==> src/hw/mih_pkg.sv <==
// Constants and types shared by the instruction hook and capture logic.
package mih_pkg;

    // Instruction decode constants (octal encodings).
    localparam logic [8:0]  MFP_OPC      = 9'h035;  // Bits 14:6 of 0065xx.
    localparam logic [8:0]  MTP_OPC      = 9'h036;  // Bits 14:6 of 0066xx.
    localparam logic [15:0] RESET_OPC    = 16'h0005;
    localparam logic [15:0] NOP_OPC      = 16'h00a0;
    localparam logic [3:0]  MOV_OPC      = 4'h1;
    localparam logic [5:0]  PUSH_SP_FLD  = 6'h26;   // Operand -(SP).
    localparam logic [5:0]  POP_SP_FLD   = 6'h16;   // Operand (SP)+.
    localparam logic [2:0]  SP_REG       = 3'h6;
    localparam logic [2:0]  MODE_ZERO    = 3'h0;

    // Field positions.
    localparam int OPC_HI   = 14;
    localparam int OPC_LO   = 6;
    localparam int OPD_HI   = 5;
    localparam int MODE_LO  = 3;
    localparam int REG_HI   = 2;
    localparam int CUR_HI   = 15;
    localparam int CUR_LO   = 14;
    localparam int PRV_HI   = 13;
    localparam int PRV_LO   = 12;
    localparam int VBA_PAGE = 5;
    localparam int VBA_SR   = 2;

    // Mode codes in the status word.
    localparam logic [1:0] MODE_KERNEL = 2'h0;
    localparam logic [1:0] MODE_USER   = 2'h3;

    // Reset values.
    localparam logic [15:0] WORD_RST = 16'h0000;
    localparam logic [17:0] ADDR_RST = 18'h00000;
    localparam logic [1:0]  EXT_RST  = 2'h0;

    // Stack selection outputs towards the register file.
    typedef struct packed {
        logic src_hook;
        logic dst_hook;
        logic move_from_src_mode0_n;
    } mih_hook_t;

    // Console lamp drives, all active low.
    typedef struct packed {
        logic relocation_on_n;
        logic user_mode_lamp_n;
        logic console_addr_lamp17_n;
        logic console_addr_lamp16_n;
    } mih_lamps_t;

endpackage

==> src/hw/mih_top.sv <==
// Instruction hook, fetch address capture, read mux and upper address logic.
//
// Behaviour
// - Recognise move-to/from-previous instructions in fetched word.
// - Jam a plain move word onto read data.
// - Decode instruction bits 14:6 plus two flags.
// - Flag detection, processor recycles and refetches.
// - User-mode reset becomes a no-operation.
// - Capture virtual address on instruction clock fall.
// - Hold captured address while abort is asserted.
// - Read mux picks one of four registers.
// - Console extension loads switches in console loop.
// - Console mode routes extension to upper address.
// - Peripheral page sets upper address bits outside console.
// - Status bits 15:14 current, 13:12 previous mode.
// - Move-from stack pointer mode zero avoids predecrement.
// - Hook signals choose user or kernel stack.
// - User mode inhibits mode field loads on returns.
// - Sequencing bits select mode for fault logic.
// - Sequencing bit gates relocation of each access.
// - Drive 18-bit address from relocation, or from upper bits and virtual address.
// - Virtual lamp follows relocation enable.
// - User lamp lit when status bit 15 set.
// - Console address lamps follow extension register.
// - Abort is the OR of all fault flags.
`timescale 1ns/1ps

module mih_top
(
    input  wire logic              clock_i,
    input  wire logic              rst_n_i,
    // Processor fetch side.
    input  wire logic              instr_reg_clock_i,
    input  wire logic [15:0]       instruction_register_i,
    input  wire logic [15:0]       vba_i,
    input  wire logic [15:0]       processor_status_word_i,
    input  wire logic              privileged_instr_n_i,
    input  wire logic              implicit_ps_load_i,
    input  wire logic              user_stack_ref_i,
    // Sequencing store bits.
    input  wire logic              relocation_gate_bit_i,
    input  wire logic [1:0]        mode_select_bits_i,
    // Relocation and fault side.
    input  wire logic              relocate_enable_i,
    input  wire logic [17:0]       relocated_addr_i,
    input  wire logic [3:0]        fault_flags_i,
    // Internal register read.
    input  wire logic              read_mux_enable_n_i,
    input  wire logic              page_reg_select_i,
    input  wire logic [15:0]       page_base_register_i,
    input  wire logic [15:0]       page_descriptor_register_i,
    input  wire logic [15:0]       status_zero_i,
    // Console.
    input  wire logic [1:0]        console_switch_i,
    input  wire logic              console_button_state_i,
    input  wire logic              console_loop_i,
    input  wire logic              periph_page_i,
    // Outputs.
    output logic                   special_instr_detected_n_o,
    output logic                   fetch_recycle_o,
    output logic                   rd_jam_en_o,
    output logic [15:0]            rd_jam_o,
    output logic [15:0]            data_bus_o,
    output logic                   data_bus_en_o,
    output logic                   phys_addr_bit17_o,
    output logic                   phys_addr_bit16_o,
    output logic [17:0]            bus_addr_o,
    output logic                   relocate_o,
    output logic                   inhibit_mode_field_load_n_o,
    output logic                   mode_select_hi_o,
    output logic                   mode_select_lo_o,
    output logic [1:0]             applied_mode_o,
    output mih_pkg::mih_hook_t     hook_o,
    output mih_pkg::mih_lamps_t    lamps_o
);
    import mih_pkg::*;

    // ------------------------------------------------------------
    // Fetch sequencing state
    // ------------------------------------------------------------

    typedef enum logic [0:0]
    {
        MIH_IDLE    = 1'b0,
        MIH_REFETCH = 1'b1
    } mih_state_t;

    mih_state_t  state_q;
    mih_state_t  state_d;
    logic        ir_clk_q;
    logic        mfp_q;
    logic        mfp_d;
    logic        mtp_q;
    logic        mtp_d;
    logic [5:0]  operand_q;
    logic [5:0]  operand_d;
    logic [15:0] capture_q;
    logic [1:0]  sw_meta_q;
    logic [1:0]  sw_sync_q;
    logic        btn_meta_q;
    logic        btn_sync_q;
    logic [1:0]  ext_q;

    // Mode field decoding used by several consumers.
    function automatic logic [1:0] mode_field(input logic [15:0] processor_status_word, input logic prev);
        mode_field = prev ? processor_status_word[PRV_HI:PRV_LO] : processor_status_word[CUR_HI:CUR_LO];
    endfunction

    // ------------------------------------------------------------
    // Combinational decode
    // ------------------------------------------------------------

    wire logic       ir_fall     = ir_clk_q & ~instr_reg_clock_i;
    wire logic [8:0] opc_field   = instruction_register_i[OPC_HI:OPC_LO];
    wire logic       is_mfp      = (opc_field == MFP_OPC);
    wire logic       is_mtp      = (opc_field == MTP_OPC);
    wire logic [1:0] cur_mode    = mode_field(processor_status_word_i, 1'b0);
    wire logic [1:0] prv_mode    = mode_field(processor_status_word_i, 1'b1);
    wire logic       cur_user    = (cur_mode == MODE_USER);
    wire logic       prv_user    = (prv_mode == MODE_USER);
    wire logic       user_reset  = ~privileged_instr_n_i & processor_status_word_i[CUR_HI]
                                 & (instruction_register_i == RESET_OPC);
    wire logic       special     = is_mfp | is_mtp | user_reset;
    wire logic       start_hook  = ir_fall & (state_q == MIH_IDLE) & special;
    wire logic [5:0] new_opd     = instruction_register_i[OPD_HI:0];
    wire logic       abort       = |fault_flags_i;

    // Substituted word: move with the stack side filled in.
    wire logic [15:0] jam_mfp    = {MOV_OPC, new_opd, PUSH_SP_FLD};
    wire logic [15:0] jam_mtp    = {MOV_OPC, POP_SP_FLD, new_opd};
    wire logic [15:0] jam_word   = user_reset ? NOP_OPC
                                 : (is_mfp ? jam_mfp : jam_mtp);

    // Next state: the substituted word is loaded on the next fall.
    always_comb
    begin
        state_d   = state_q;
        mfp_d     = mfp_q;
        mtp_d     = mtp_q;
        operand_d = operand_q;
        unique case (state_q)
            MIH_IDLE:
            begin
                if (ir_fall)
                begin
                    mfp_d     = is_mfp & ~user_reset;
                    mtp_d     = is_mtp & ~user_reset;
                    operand_d = new_opd;
                    if (special)
                    begin
                        state_d = MIH_REFETCH;
                    end
                end
            end
            MIH_REFETCH:
            begin
                if (ir_fall)
                begin
                    state_d = MIH_IDLE;
                end
            end
        endcase
    end

    // ------------------------------------------------------------
    // Stack hooks
    // ------------------------------------------------------------

    wire logic src_m0    = (operand_q[OPD_HI:MODE_LO] == MODE_ZERO);
    wire logic sp_reg    = (operand_q[REG_HI:0] == SP_REG);
    wire logic sp_ref    = sp_reg | user_stack_ref_i;
    wire logic mfp_sm0   = mfp_q & src_m0 & sp_reg;
    wire logic src_hook  = mfp_q & src_m0 & sp_ref & prv_user;
    wire logic dst_hook  = mtp_q & src_m0 & sp_ref & prv_user;

    // ------------------------------------------------------------
    // Mode, relocation and address selection
    // ------------------------------------------------------------

    wire logic       sel_hi     = mode_select_bits_i[1];
    wire logic       sel_lo     = mode_select_bits_i[0];
    wire logic [1:0] mode_sel   = sel_hi ? prv_mode
                                : (sel_lo ? cur_mode : MODE_KERNEL);
    wire logic       relocate   = relocation_gate_bit_i & relocate_enable_i;
    wire logic [1:0] upper      = console_loop_i ? ext_q
                                : {2{periph_page_i}};
    wire logic [17:0] addr_next = relocate ? relocated_addr_i
                                : {upper, vba_i};
    wire logic       inhibit_n  = ~(cur_user & implicit_ps_load_i);
    wire logic       ext_load   = btn_sync_q & console_loop_i;

    // Read source choice: page select with bit 5 set is the base register,
    // otherwise the descriptor; without page select bit 2 picks the capture.
    wire logic [15:0] rd_page   = vba_i[VBA_PAGE] ? page_base_register_i
                                : page_descriptor_register_i;
    wire logic [15:0] rd_stat   = vba_i[VBA_SR] ? capture_q : status_zero_i;
    wire logic [15:0] rd_word   = page_reg_select_i ? rd_page : rd_stat;

    // ------------------------------------------------------------
    // Registers
    // ------------------------------------------------------------

    // Fetch sequencing flags and saved operand field.
    always_ff @(posedge clock_i or negedge rst_n_i)
    begin
        if (!rst_n_i)
        begin
            state_q   <= MIH_IDLE;
            ir_clk_q  <= 1'b0;
            mfp_q     <= 1'b0;
            mtp_q     <= 1'b0;
            operand_q <= '0;
        end
        else
        begin
            state_q   <= state_d;
            ir_clk_q  <= instr_reg_clock_i;
            mfp_q     <= mfp_d;
            mtp_q     <= mtp_d;
            operand_q <= operand_d;
        end
    end

    // Detection, recycle pulse and jammed read word.
    always_ff @(posedge clock_i or negedge rst_n_i)
    begin
        if (!rst_n_i)
        begin
            special_instr_detected_n_o <= 1'b1;
            fetch_recycle_o            <= 1'b0;
            rd_jam_en_o                <= 1'b0;
            rd_jam_o                   <= WORD_RST;
        end
        else
        begin
            fetch_recycle_o <= start_hook;
            if (start_hook)
            begin
                special_instr_detected_n_o <= 1'b0;
                rd_jam_en_o                <= 1'b1;
                rd_jam_o                   <= jam_word;
            end
            else if (ir_fall)
            begin
                special_instr_detected_n_o <= 1'b1;
                rd_jam_en_o                <= 1'b0;
            end
        end
    end

    // Fetch address capture, frozen while any fault is flagged.
    always_ff @(posedge clock_i or negedge rst_n_i)
    begin
        if (!rst_n_i)
        begin
            capture_q <= WORD_RST;
        end
        else if (ir_fall && !abort)
        begin
            capture_q <= vba_i;
        end
    end

    // Two-stage synchronisers for console pins.
    always_ff @(posedge clock_i or negedge rst_n_i)
    begin
        if (!rst_n_i)
        begin
            sw_meta_q  <= EXT_RST;
            sw_sync_q  <= EXT_RST;
            btn_meta_q <= 1'b0;
            btn_sync_q <= 1'b0;
        end
        else
        begin
            sw_meta_q  <= console_switch_i;
            sw_sync_q  <= sw_meta_q;
            btn_meta_q <= console_button_state_i;
            btn_sync_q <= btn_meta_q;
        end
    end

    // Console extension register.
    always_ff @(posedge clock_i or negedge rst_n_i)
    begin
        if (!rst_n_i)
        begin
            ext_q <= EXT_RST;
        end
        else if (ext_load)
        begin
            ext_q <= sw_sync_q;
        end
    end

    // Read data mux towards the processor data bus.
    always_ff @(posedge clock_i or negedge rst_n_i)
    begin
        if (!rst_n_i)
        begin
            data_bus_o    <= WORD_RST;
            data_bus_en_o <= 1'b0;
        end
        else
        begin
            data_bus_o    <= read_mux_enable_n_i ? WORD_RST : rd_word;
            data_bus_en_o <= ~read_mux_enable_n_i;
        end
    end

    // Address, mode select and relocation outputs.
    always_ff @(posedge clock_i or negedge rst_n_i)
    begin
        if (!rst_n_i)
        begin
            phys_addr_bit17_o           <= 1'b0;
            phys_addr_bit16_o           <= 1'b0;
            bus_addr_o                  <= ADDR_RST;
            relocate_o                  <= 1'b0;
            inhibit_mode_field_load_n_o <= 1'b1;
            mode_select_hi_o            <= 1'b0;
            mode_select_lo_o            <= 1'b0;
            applied_mode_o              <= MODE_KERNEL;
        end
        else
        begin
            phys_addr_bit17_o           <= upper[1];
            phys_addr_bit16_o           <= upper[0];
            bus_addr_o                  <= addr_next;
            relocate_o                  <= relocate;
            inhibit_mode_field_load_n_o <= inhibit_n;
            mode_select_hi_o            <= sel_hi;
            mode_select_lo_o            <= sel_lo;
            applied_mode_o              <= mode_sel;
        end
    end

    // Stack hooks and console lamps.
    always_ff @(posedge clock_i or negedge rst_n_i)
    begin
        if (!rst_n_i)
        begin
            hook_o  <= '{src_hook: 1'b0, dst_hook: 1'b0, move_from_src_mode0_n: 1'b1};
            lamps_o <= '1;
        end
        else
        begin
            hook_o.src_hook              <= src_hook;
            hook_o.dst_hook              <= dst_hook;
            hook_o.move_from_src_mode0_n <= ~mfp_sm0;
            lamps_o.relocation_on_n       <= ~relocate_enable_i;
            lamps_o.user_mode_lamp_n      <= ~processor_status_word_i[CUR_HI];
            lamps_o.console_addr_lamp17_n <= ~ext_q[1];
            lamps_o.console_addr_lamp16_n <= ~ext_q[0];
        end
    end

endmodule // mih_top

==> config.mk <==
export PLATFORM = sky130hd
export DESIGN_NAME = mih_top
export DESIGN_NICKNAME = d
export VERILOG_FILES = /design/src/hw/mih_pkg.sv /design/src/hw/mih_top.sv
export SDC_FILE = /design/constraint.sdc
export NUM_CORES = 1
export LEC_CHECK = 0
export ABC_CLOCK_PERIOD_IN_PS = 4360
export BUFFER_PORTS_ARGS = -buffer_cell sky130_fd_sc_hd__buf_2
export CAP_MARGIN = 20
export CORE_ASPECT_RATIO = 1.2
export CORE_MARGIN = 1
export CORE_UTILIZATION = 48
export DETAILED_ROUTE_END_ITERATION = 8
export PLACE_DENSITY = 0.82
export SYNTH_ARGS = -nofsm -noshare
export SYNTH_HDL_FRONTEND = slang
export SYNTH_SLANG_ARGS = --single-unit
==> constraint.sdc <==
create_clock -name clock_i -period 4.36 [get_ports clock_i]
set_clock_uncertainty 0.05 [all_clocks]
set_input_delay 0.436 -clock clock_i [delete_from_list [all_inputs] [get_ports clock_i]]
set_output_delay 0.436 -clock clock_i [all_outputs]
set_load 0.05 [all_outputs]
## Word-level counts from Yosys, hierarchy flattened

Index checks and enable logic that the tools add are counted.

- Bits in registers: 103
- Input bits: 135
- Output and inout bits: 69
- Word-level logic and storage cells: 93

- Equality and inequality tests: 6
- Muxes and demuxes: 18
- Bitwise logic cells: 31
- Reductions and logical operators: 6

Operators by type and width:

| operator | count |
|---|---|
| 16-bit 2-to-1 mux | 4 |
| 9-bit by 6-bit == test with 1-bit output, second input constant | 2 |
| 18-bit 2-to-1 mux | 1 |
| 1-bit bitwise AND | 17 |
| 16-bit by 3-bit == test with 1-bit output, second input constant | 1 |
| 13-bit 2-to-1 mux | 1 |
| 12-bit 2-to-1 mux | 1 |
| 1-bit inverter | 11 |
| 1-bit 2-to-1 mux | 7 |
| 2-bit 2-to-1 mux | 3 |
| 2-bit == test, second input constant | 2 |
| 4-bit OR reduction | 1 |
| 3-bit == test, second input constant | 1 |
| 3-bit zero test | 1 |
| 1-bit OR | 3 |
| 1-bit one-hot mux with 2 select lines | 1 |
| 2-bit AND reduction | 1 |
| 2-bit nonzero test | 1 |
| 1-bit logical AND | 1 |
| 1-bit zero test | 1 |

## Longest topological paths before layout

Gate-level depths: netlist of run 1.

- Depth in word-level cells: 7
- Mapped depth: 6
- Depth with buffers taken out: 4

## Worst setup path after synthesis of run 1

OpenSTA, ideal clock, no wires.

- Path kind: input to register
- Start: in instruction_register_i[9]
- End: reg rd_jam_o[6]
- Arrival: 2.049 ns
- Required time: 4.188 ns
- Path slack: 2.139 ns
- Stages: 6
- Cell sequence: or4_1 -> buf_2 -> or4_4 -> buf_6 -> buf_6 -> a32o_1

- Cells in the longest elaborated chain, start to end: 4
- Elaborated cells between the ends (all ways): 9
- Classes of those cells: eq/ne: 3; mux: 2; bitwise: 4

Ends and longest elaborated chain:

| what | RTL line | text |
|---|---|---|
| start, declared | mih_top.sv:34 | `input wire logic [15:0] instruction_register_i,` |
| 16-bit by 3-bit == test with 1-bit output, or another cell as far along | mih_top.sv:122 | `& (instruction_register_i == RESET_OPC);` |
| 1-bit bitwise AND / 1-bit OR (equally long branches) | mih_top.sv:122, mih_top.sv:123 |  |
| 1-bit OR | mih_top.sv:123 | `wire logic special = is_mfp \| is_mtp \| user_reset;` |
| 1-bit bitwise AND | mih_top.sv:124 | `wire logic start_hook = ir_fall & (state_q == MIH_IDLE) & special;` |
| end signal, assigned | mih_top.sv:241 | `rd_jam_o <= jam_word;` |
| end, declared | mih_top.sv:62 | `output logic [15:0] rd_jam_o,` |

Parallel ways exist; a longest one is shown, timed or not.
A chain may end at the register's enable or synchronous reset.

## Final worst setup path of run 1

- Start: reg state_q
- End: reg rd_jam_o[5]

- Cells in the longest elaborated chain, start to end: 3

Ends and longest elaborated chain:

| what | RTL line | text |
|---|---|---|
| start, declared | mih_top.sv:88 | `mih_state_t state_q;` |
| start signal, assigned | mih_top.sv:216 | `state_q <= state_d;` |
| 1-bit inverter (no line) | - |  |
| 1-bit bitwise AND (2 in a row) | mih_top.sv:124 |  |

Every way passes these cells.

==> results of run 1 <==
[power breakdown]
part / internal [W] / switching, W
logic: 0.000132 / 0.000257
registers: 0.00101 / 0.0000329
clock network: 0.000326 / 0.000325
[worst max-delay path, stage by stage, from the launching register on]
cell	delay (ps)
dfrtp_1	390
or3b_1	560
or4_4	720
nor2_2	240
a22oi_1	90
[layout make-up]
| type | count | share of cell area [%] |
|---|---|---|
| clock buffer | 9 | 2.34 |
| clock inverter | 7 | 1.84 |
| inverter | 9 | 0.638 |
| multi-input combinational | 195 | 27.1 |
| sequential | 100 | 47.5 |
| tap | 114 | 2.70 |
| timing repair buffer | 189 | 18.0 |
[cells by family (layout without fill, tap and decap cells)]
group           Yosys count  in the layout  share of synthesized area, %
other cells               1              3                        0.0919
mux                      50             50                          13.3
buf+inv                  31            214                          3.56
flops                   100            100                          61.5
xor+xnor                  1              1                         0.215
simple gates             82             82                          10.4
compound gates           59             59                          10.9
[state kept, by name, indices dropped and copies added, names as in the netlist, 2 cells and up]
register,count
bus_addr_o,18
hook_o,3
sw_sync_q,2
data_bus_o,16
capture_q,16
sw_meta_q,2
ext_q,2
operand_q,6
rd_jam_o,13
applied_mode_o,2
lamps_o,4
[worst paths after layout]
check                               startpoint             to  slack [ps]  depth (start not counted)
max                                    state_q    rd_jam_o[5]        2160                          4
min                                    rst_n_i  bus_addr_o[5]          20                          1
max reg2reg                            state_q    rd_jam_o[5]        2160                          4
min reg2reg                       sw_meta_q[1]   sw_sync_q[1]         310                          0
max in group asynchronous              rst_n_i   operand_q[2]        3170                          2
min in group clock_i       console_switch_i[0]   sw_meta_q[0]         120                          1
[stage by stage]
| stage | cells | hold slack, ps |
|---|---|---|
| 2_1_floorplan | 326 | 90.4 |
| 3_3_place_gp | 607 | 282 |
| 6_report | 623 | 19.0 |
| 5_1_grt | 623 | 46.5 |
| 4_1_cts | 623 | 27.9 |
| 3_5_place_dp | 607 | 296 |
[per-layer routing]
layer  share of wire [%]  vias up
li1                    -     1514
met1                  40     1534
met2                  51      146
met3                 6.9       18
met4                 1.8        2
met5                0.12        -
[cells in the final DEF (no fill, tap or decap), types with 3 or more instances in the layout]
cell type | synthesis | routed
conb_1 | 1 | 3
buf_2 | 2 | 187
a211oi_1 | 32 | 32
nand2b_1 | 3 | 3
mux2_2 | 34 | 34
nor3_1 | 3 | 3
nand3_1 | 5 | 5
clkbuf_8 | 0 | 9
nand2_1 | 32 | 32
nor4_1 | 5 | 5
o21ai_0 | 5 | 5
a32o_1 | 6 | 6
a21oi_1 | 3 | 3
o21a_1 | 3 | 3
nor2b_1 | 18 | 18
dfrtp_1 | 93 | 93
mux2i_1 | 16 | 16
dfstp_2 | 7 | 7
a31o_2 | 4 | 4
inv_1 | 9 | 9
nor2_1 | 9 | 9
==> impl_metrics.ini, run 1 <==
[routing]
totalWireLength_um = 9830
first_pass_iters = 4
drc = 0
via_per_inst = 5.16
wl_per_cell_um = 15.8
drt_iter0_markers = 87
vias = 3214
drtAntennaViolNets = 0

[clock_tree]
clkSlewWorstSetupHoldPaths_ps = 100
htree_levels = 3
clockRootBuffer = clkbuf_8
cts_tree = built
cts_hold_buf = 0
clockBufferDepth = 2
postCtsSetupRepairBufs = 0
cts_buffers = 9
cts_resized = 0
clk_latency_ps = 370
cts_sinks = 100

[finish]
multi_input_area_um2 = 1430
seq_area_um2 = 2510
synthToLayoutAreaGrowth_pct = 29.7
n_fill_cell = 640
antennaDiodeCount = 0
drive_above_1_share_pct = 49.9
nNetsFinal = 639
fin_util_pct = 64.5
final_area_um2 = 5290

[sta]
slew_headroom_pct = 36.4
finalCritPeriodShare_pct = 50.4
clock.fmax_mhz = 455
setup_viol = 0
worstMarginPinSlew_ps = 951
finalHoldViolCount = 0
grt_setup_unrepaired = false
setup_ws_ps = 2160
slew_viol_final = 0
period_needed_ps = 2200
finalSetupTns_ps = 0

[pwr]
power_density_nw_per_um2 = 393
ir_drop_mv = 0.216
power.leakage_nw = 2.74
fin_total_pwr_w = 0.00208

[global_route]
grt_util_met1_pct = 25.2
busiest_layer = met2
grt_usage_pct = 22.5
antenna_found_initial = 1
grt_first_pass_wirelength_um = 14900
grt_max_degree = 53
grt_pass1_vias = 3092
grtUsageMet3_pct = 6.24
grt_use_met2_pct = 41.1
gr-total-overflow = 0

[yosys]
synth_seq_cells = 100
syn_inst = 324
netlist_top_cells_count = 93 x dfrtp_1, 34 x mux2_2, 32 x a211oi_1, 32 x nand2_1, 18 x nor2b_1
ys_types = 37
yosysSeqAreaShare_pct = 61.5
ys.flop_type = dfrtp_1
yosysMostFrequentCell = dfrtp_1
avgSynthCellArea_um2 = 12.6
yosysWarnings = 0
synth_edf_count = 0
synth_top_cell_area_share_pct = 57.0
synth-async-reset-ratio_pct = 100
yosysTopAreaCell = dfrtp_1
synth.area.top_cells = dfrtp_1 57%, mux2_2 9.4%, a211oi_1 5.9%
synth_area_um2 = 4080

[critical_path]
critPathLaunchType = flop
cp.arrival_ps = 2380
path_class = flop to flop
worst-endpoint-required_ps = 4540
cp_max_fo = 17
endpoint_kind = flop

[placement]
io_buffer_count = 188
hpwl_um = 7340
place_area_um2 = 5070
pre_cts_slack_ps = 1870
finalWeightedCongestion = 0.780

[run_status]
status = completed

[floorplan]
die_area_um2 = 8870
start_util_pct = 49.8
core_area_um2 = 8200
die_height_um = 103
rows = 36
num_io_pins = 204
die_w_um = 86.2

[run]
maxCapViolCount = 0

[worst_hold_path]
min_path_type = input pin to asynchronous set/reset pin
No activity file was read; power rests on OpenSTA's default activity.
==> inputs of run 2 (changes only) <==
- ABC_CLOCK_PERIOD_IN_PS: 4360 -> 2200
- CORE_UTILIZATION: 48 -> 46
- PLACE_DENSITY: 0.82 -> 0.79
- clock period: 4.36 -> 2.2 ns (I/O delays scaled with it)
==> run 2 against run 1 <==
- first-iteration DRC count rose by 8.0%
- clock power grew 78%
- cell area is 3.3% higher
- worst setup slack got worse by 2100 ps
- core utilization shrank 1.1 points
- non-clock buffer count rose by 19
- critical path depth increased by 2
==> impl_metrics.ini, run 2 (synthesized netlist as in run 1, its figures left out) <==
[critical_path]
path_class = input pin to flop
endpoint_kind = flop
reg2reg_slack_ps = 180
critPathLaunchType = input pin
r2r_start = state_q
critPathCapture = rd_jam_o[0]
cp.arrival_ps = 2390
worst-endpoint-required_ps = 2450
cp_max_fo = 17
r2r_cells = 4
startpoint = instr_reg_clock_i
timing.rr.end = rd_jam_o[0]

[routing]
drtAntennaViolNets = 0
totalWireLength_um = 9580
drt_iter0_markers = 94
first_pass_iters = 4
wl_per_cell_um = 14.8
drc = 0
via_per_inst = 5.06
vias = 3263

[finish]
n_fill_cell = 708
top_register = bus_addr_o
nNetsFinal = 658
seq_area_um2 = 2510
fin_util_pct = 63.5
layout.cells.most_common = buf_2
synthToLayoutAreaGrowth_pct = 33.9
drive_above_1_share_pct = 49.2
largest_register_ffs = 18
antennaDiodeCount = 0
layout_common_cells = 187 x buf_2, 93 x dfrtp_1, 34 x mux2_2, 32 x a211oi_1, 32 x nand2_1
multi_input_area_um2 = 1430
top_regs = bus_addr_o x18, capture_q x16, data_bus_o x16

[global_route]
gr-total-overflow = 0
antenna_found_initial = 0
grt_first_pass_wirelength_um = 15000
grt_max_degree = 45
grt_usage_pct = 21.5
grt_pass1_vias = 3225

[pwr]
power_switching_w = 0.00118
ir_drop_mv = 0.376
combinationalPowerShare_pct = 19.7
power_switching_share_pct = 29.4
p_int_w = 0.00284
power_density_nw_per_um2 = 735
p_seq_share_pct = 51.5
power.leakage_nw = 2.82
p_clk_share_pct = 28.8

[sta]
finalSetupTns_ps = 0
slew_viol_final = 0
setup_viol = 0
slew_headroom_pct = 52.4
finalHoldViolCount = 0
period_needed_ps = 2140
worstMarginPinSlew_ps = 713
clock.fmax_mhz = 467
finalCritPeriodShare_pct = 97.3
grt_setup_unrepaired = false

[run]
maxCapViolCount = 0

[clock_tree]
cts_sinks = 100
clkSlewWorstSetupHoldPaths_ps = 90
htree_levels = 3
cts_buffers = 9
clk_latency_ps = 360
cts_hold_buf = 11
cts_resized = 0
postCtsSetupRepairBufs = 0
clockRootBuffer = clkbuf_8
clockBufferDepth = 2
cts_tree = built

[floorplan]
core_area_um2 = 8610
die_area_um2 = 9250
start_util_pct = 47.4
die_height_um = 105
rows = 37
num_io_pins = 204
die_w_um = 88.0

[worst_hold_path]
min_path_type = input pin to flop

[run_status]
status = completed

[placement]
hpwl_um = 7160
io_buffer_count = 188
finalWeightedCongestion = 0.752
## run 2: cell types whose count changed in the layout (fill, tap and decap cells not counted)
cell	previous run	this run
buf_12	0	2
buf_4	2	8
bufinv_16	2	1
clkbuf_1	0	2
clkbuf_8	9	10
dlygate4sd3_1	0	11
inv_6	2	0
## run 2: area by class of cell
type	instances	share of cell area, %
clock buffer	12	2.66
tap	117	2.68
sequential	100	46.0
clock inverter	4	0.916
inverter	9	0.618
timing repair buffer	208	21.0
multi-input combinational	195	26.2
## run 2: power by group through the flow
| stage | logic, W | clock network, W | registers [W] |
|---|---|---|---|
| final | 0.000792 | 0.00116 | 0.00207 |
| after global routing | 0.000854 | 0.00126 | 0.00208 |
| after CTS | 0.000801 | 0.00120 | 0.00207 |
| after detailed placement | 0.000784 | 0 | 0.00210 |
| after global placement | 0.000767 | 0 | 0.00210 |
| after floorplan | 0.000237 | 0 | 0.00235 |
## run 2: how the worst min path moves through the flow
| stage | start | endpoint | slack [ps] | cells past startpoint |
|---|---|---|---|---|
| 2_1_floorplan | rst_n_i | applied_mode_o[0] | -130 | 0 |
| 3_3_place_gp | rst_n_i | bus_addr_o[10] | 220 | 1 |
| 3_5_place_dp | rst_n_i | bus_addr_o[9] | 230 | 1 |
| 4_1_cts | processor_status_word_i[13] | applied_mode_o[1] | 10 | 3 |
| 5_1_grt | relocated_addr_i[2] | bus_addr_o[2] | 20 | 2 |
| 6_report | relocated_addr_i[2] | bus_addr_o[2] | 30 | 2 |
## run 2: metrics by stage
stage	cell area [um2]	std cells	power, W	hold slack, ps	setup slack [ps]
2_1_floorplan	4090	326	0.00259	-126	181
3_3_place_gp	5160	618	0.00286	217	116
3_5_place_dp	5160	618	0.00289	226	90.5
4_1_cts	5460	645	0.00407	12.9	97.6
5_1_grt	5460	645	0.00420	17.9	63.9
6_report	5460	645	0.00402	32.2	58.6
## run 2: worst max-delay path, cell delays in order
cell and delay [ps]:
dlygate4sd3_1 530, buf_2 130, or3b_1 450, or4_4 670, nor2_2 230, a32o_1 160
## run 2: per-layer routing
layer | wire length [um] | share of wire [%] | vias to the layer above | global-route usage [%]
met5 | 0 | 0 | - | 0
met3 | 667 | 7.0 | 22 | 5.45
li1 | - | - | 1545 | -
met4 | 259 | 2.7 | 0 | 9.72
met1 | 3740 | 39 | 1554 | 24.5
met2 | 4910 | 51 | 142 | 37.0
==> inputs of run 3 (changes only) <==
- ABC_AREA: unset -> 1
- CORE_ASPECT_RATIO: 1.2 -> 0.8
- PLACE_DENSITY: 0.79 -> 0.78
==> run 3 against run 2 <==
- clock-buffer cell count fell by 1
- sequential cell count did not move
- core utilization fell by 0.28 points
- critical path depth rose by 1
- hold slack improved by 6.9 ps
- non-clock buffer count fell by 4
- register-to-register slack improved by 440 ps
- cell area rose by 4.9%
- sequential power barely moved
- critical path type unchanged
- clock power rose by 34%
==> impl_metrics.ini, run 3 <==
[finish]
n_fill_cell = 781
synthToLayoutAreaGrowth_pct = 33.3
layout.cells.most_common = buf_2
largest_register_ffs = 18
multi_input_area_um2 = 1520
drive_above_1_share_pct = 35.1
top_regs = bus_addr_o x18, capture_q x16, data_bus_o x16
nNetsFinal = 822
layout_common_cells = 187 x buf_2, 96 x nand2_1, 93 x dfrtp_1, 85 x nor2_1, 72 x o21ai_0
instances_no_fill = 808
top_register = bus_addr_o
seq_area_um2 = 2510

[clock_tree]
htree_levels = 3
cts_resized = 0
cts_buffers = 9
clk_latency_ps = 330
cts_tree = built
cts_sinks = 100
clockRootBuffer = clkbuf_16
clkSlewWorstSetupHoldPaths_ps = 70
clockBufferDepth = 2

[sta]
grt_setup_unrepaired = false
finalSetupTns_ps = 0
slew_viol_final = 0
fin_hold_ws_ps = 39.1
clock.fmax_mhz = 553
setup_viol = 0
finalHoldViolCount = 0
finalCritPeriodShare_pct = 82.2
period_needed_ps = 1810

[placement]
hpwl_um = 8340
dp_cells = 780
io_buffer_count = 188
finalWeightedCongestion = 0.908

[routing]
vias = 3923
first_pass_iters = 4
wl_per_cell_um = 13.6
totalWireLength_um = 11000
drc = 0
via_per_inst = 4.86
drt_iter0_markers = 143
drtAntennaViolNets = 0

[yosys]
synth-async-reset-ratio_pct = 100
yosysWarnings = 0
syn_inst = 494
synth.area.top_cells = dfrtp_1 54%, o21ai_0 8.4%, nand2_1 8.4%
ys_types = 29
synth_edf_count = 0
synth_seq_cells = 100
yosysMostFrequentCell = nand2_1
yosysTopAreaCell = dfrtp_1
yosysSeqAreaShare_pct = 58.4
avgSynthCellArea_um2 = 8.71
synth_top_cell_area_share_pct = 54.1
ys.flop_type = dfrtp_1
netlist_top_cells_count = 96 x nand2_1, 93 x dfrtp_1, 85 x nor2_1
synth_area_um2 = 4300

[critical_path]
path_common_cell = inv_1
worst-endpoint-required_ps = 2390
cp_max_fo = 15
reg2reg_slack_ps = 620
critPathMaxStageDelay_ps = 550
path_class = input pin to flop
crit_buf_inv = 4
cp_top_family = buffers and inverters
crit_slowest_cell = dlygate4sd3_1
critPathLaunchType = input pin
endpoint_kind = flop
cp_cell_sequence = dlygate4sd3_1 > buf_2 > nor2_1 > inv_1 > nor2_4 > inv_1 > o21ai_0
cp.arrival_ps = 1990

[global_route]
gr-total-overflow = 0
antenna_found_initial = 0
grt_max_degree = 47
grt_usage_pct = 22.6
grt_pass1_vias = 3613
grt_first_pass_wirelength_um = 16700

[floorplan]
num_io_pins = 204
start_util_pct = 47.4
die_w_um = 110
die_area_um2 = 9740
die_height_um = 88.5
core_area_um2 = 9080
rows = 31

[worst_hold_path]
min_path_type = input pin to flop

[run_status]
status = completed

[pwr]
ir_drop_mv = 0.522
power_density_nw_per_um2 = 771
power.leakage_nw = 3.12

[run]
maxCapViolCount = 0
run 3: repair_timing:
item / CTS / global route
hold buffers: 11 / 0
setup buffers: 0 / 0
endpoints found under the hold margin: 36 / 0
run 3: power breakdown:
group	total, W	switching (W)	internal [W]
combinational	0.000809	0.000570	0.000240
sequential	0.00207	0.0000699	0.00200
clock	0.00155	0.000660	0.000889
total	0.00442	0.00130	0.00312
run 3: metal layers:
layer | vias to the layer above | global-route usage, % | share of wire, %
met2 | 138 | 38.4 | 49
li1 | 1951 | - | -
met5 | - | 0 | 0
met1 | 1823 | 29.0 | 43
met3 | 11 | 4.86 | 6.9
met4 | 0 | 7.66 | 1.1
run 3: worst paths after layout:
| path | start | end | depth (start not counted) |
|---|---|---|---|
| worst min register to register | btn_meta_q | btn_sync_q | 0 |
| max in group asynchronous | rst_n_i | lamps_o[3] | 3 |
| worst max register to register | ir_clk_q | mfp_q | 6 |
| worst max-delay path | instr_reg_clock_i | mfp_q | 7 |
| worst min-delay path | relocated_addr_i[17] | bus_addr_o[17] | 3 |
| min in group asynchronous | rst_n_i | capture_q[0] | 2 |
run 3: layout make-up:
type                       count  share of cell area [%]
tap                          115                    2.51
multi-input combinational    329                    26.4
inverter                      43                    2.81
clock inverter                 5                    1.09
antenna                        1                  0.0436
timing repair buffer         204                    19.2
clock buffer                  11                    4.06
sequential                   100                    43.8
run 3: per-stage QoR:
stage | worst slack [ps] | utilization (%) | cell area [um2] | total power [W]
2_1_floorplan | 994 | - | 4310 | 0.00259
3_3_place_gp | 704 | 58.7 | 5330 | 0.00287
3_5_place_dp | 628 | 58.7 | 5330 | 0.00290
4_1_cts | 413 | 63.2 | 5730 | 0.00447
5_1_grt | 258 | 63.2 | 5730 | 0.00464
6_report | 392 | 63.2 | 5730 | 0.00442
run 3: cell families after synthesis:
logic type / count (synthesis) / share of synthesized area, %
simple gates: 231 / 23.9
flops: 100 / 58.4
compound gates: 95 / 11.1
buf+inv: 67 / 6.54
other cells: 1 / 0.0872
run 3: worst register-to-register path, cell delays in order (launching register included):
cell	delay, ps
dfrtp_1	330
inv_1	40
nor2_1	180
inv_1	140
nor2_4	300
inv_1	230
o21ai_0	240
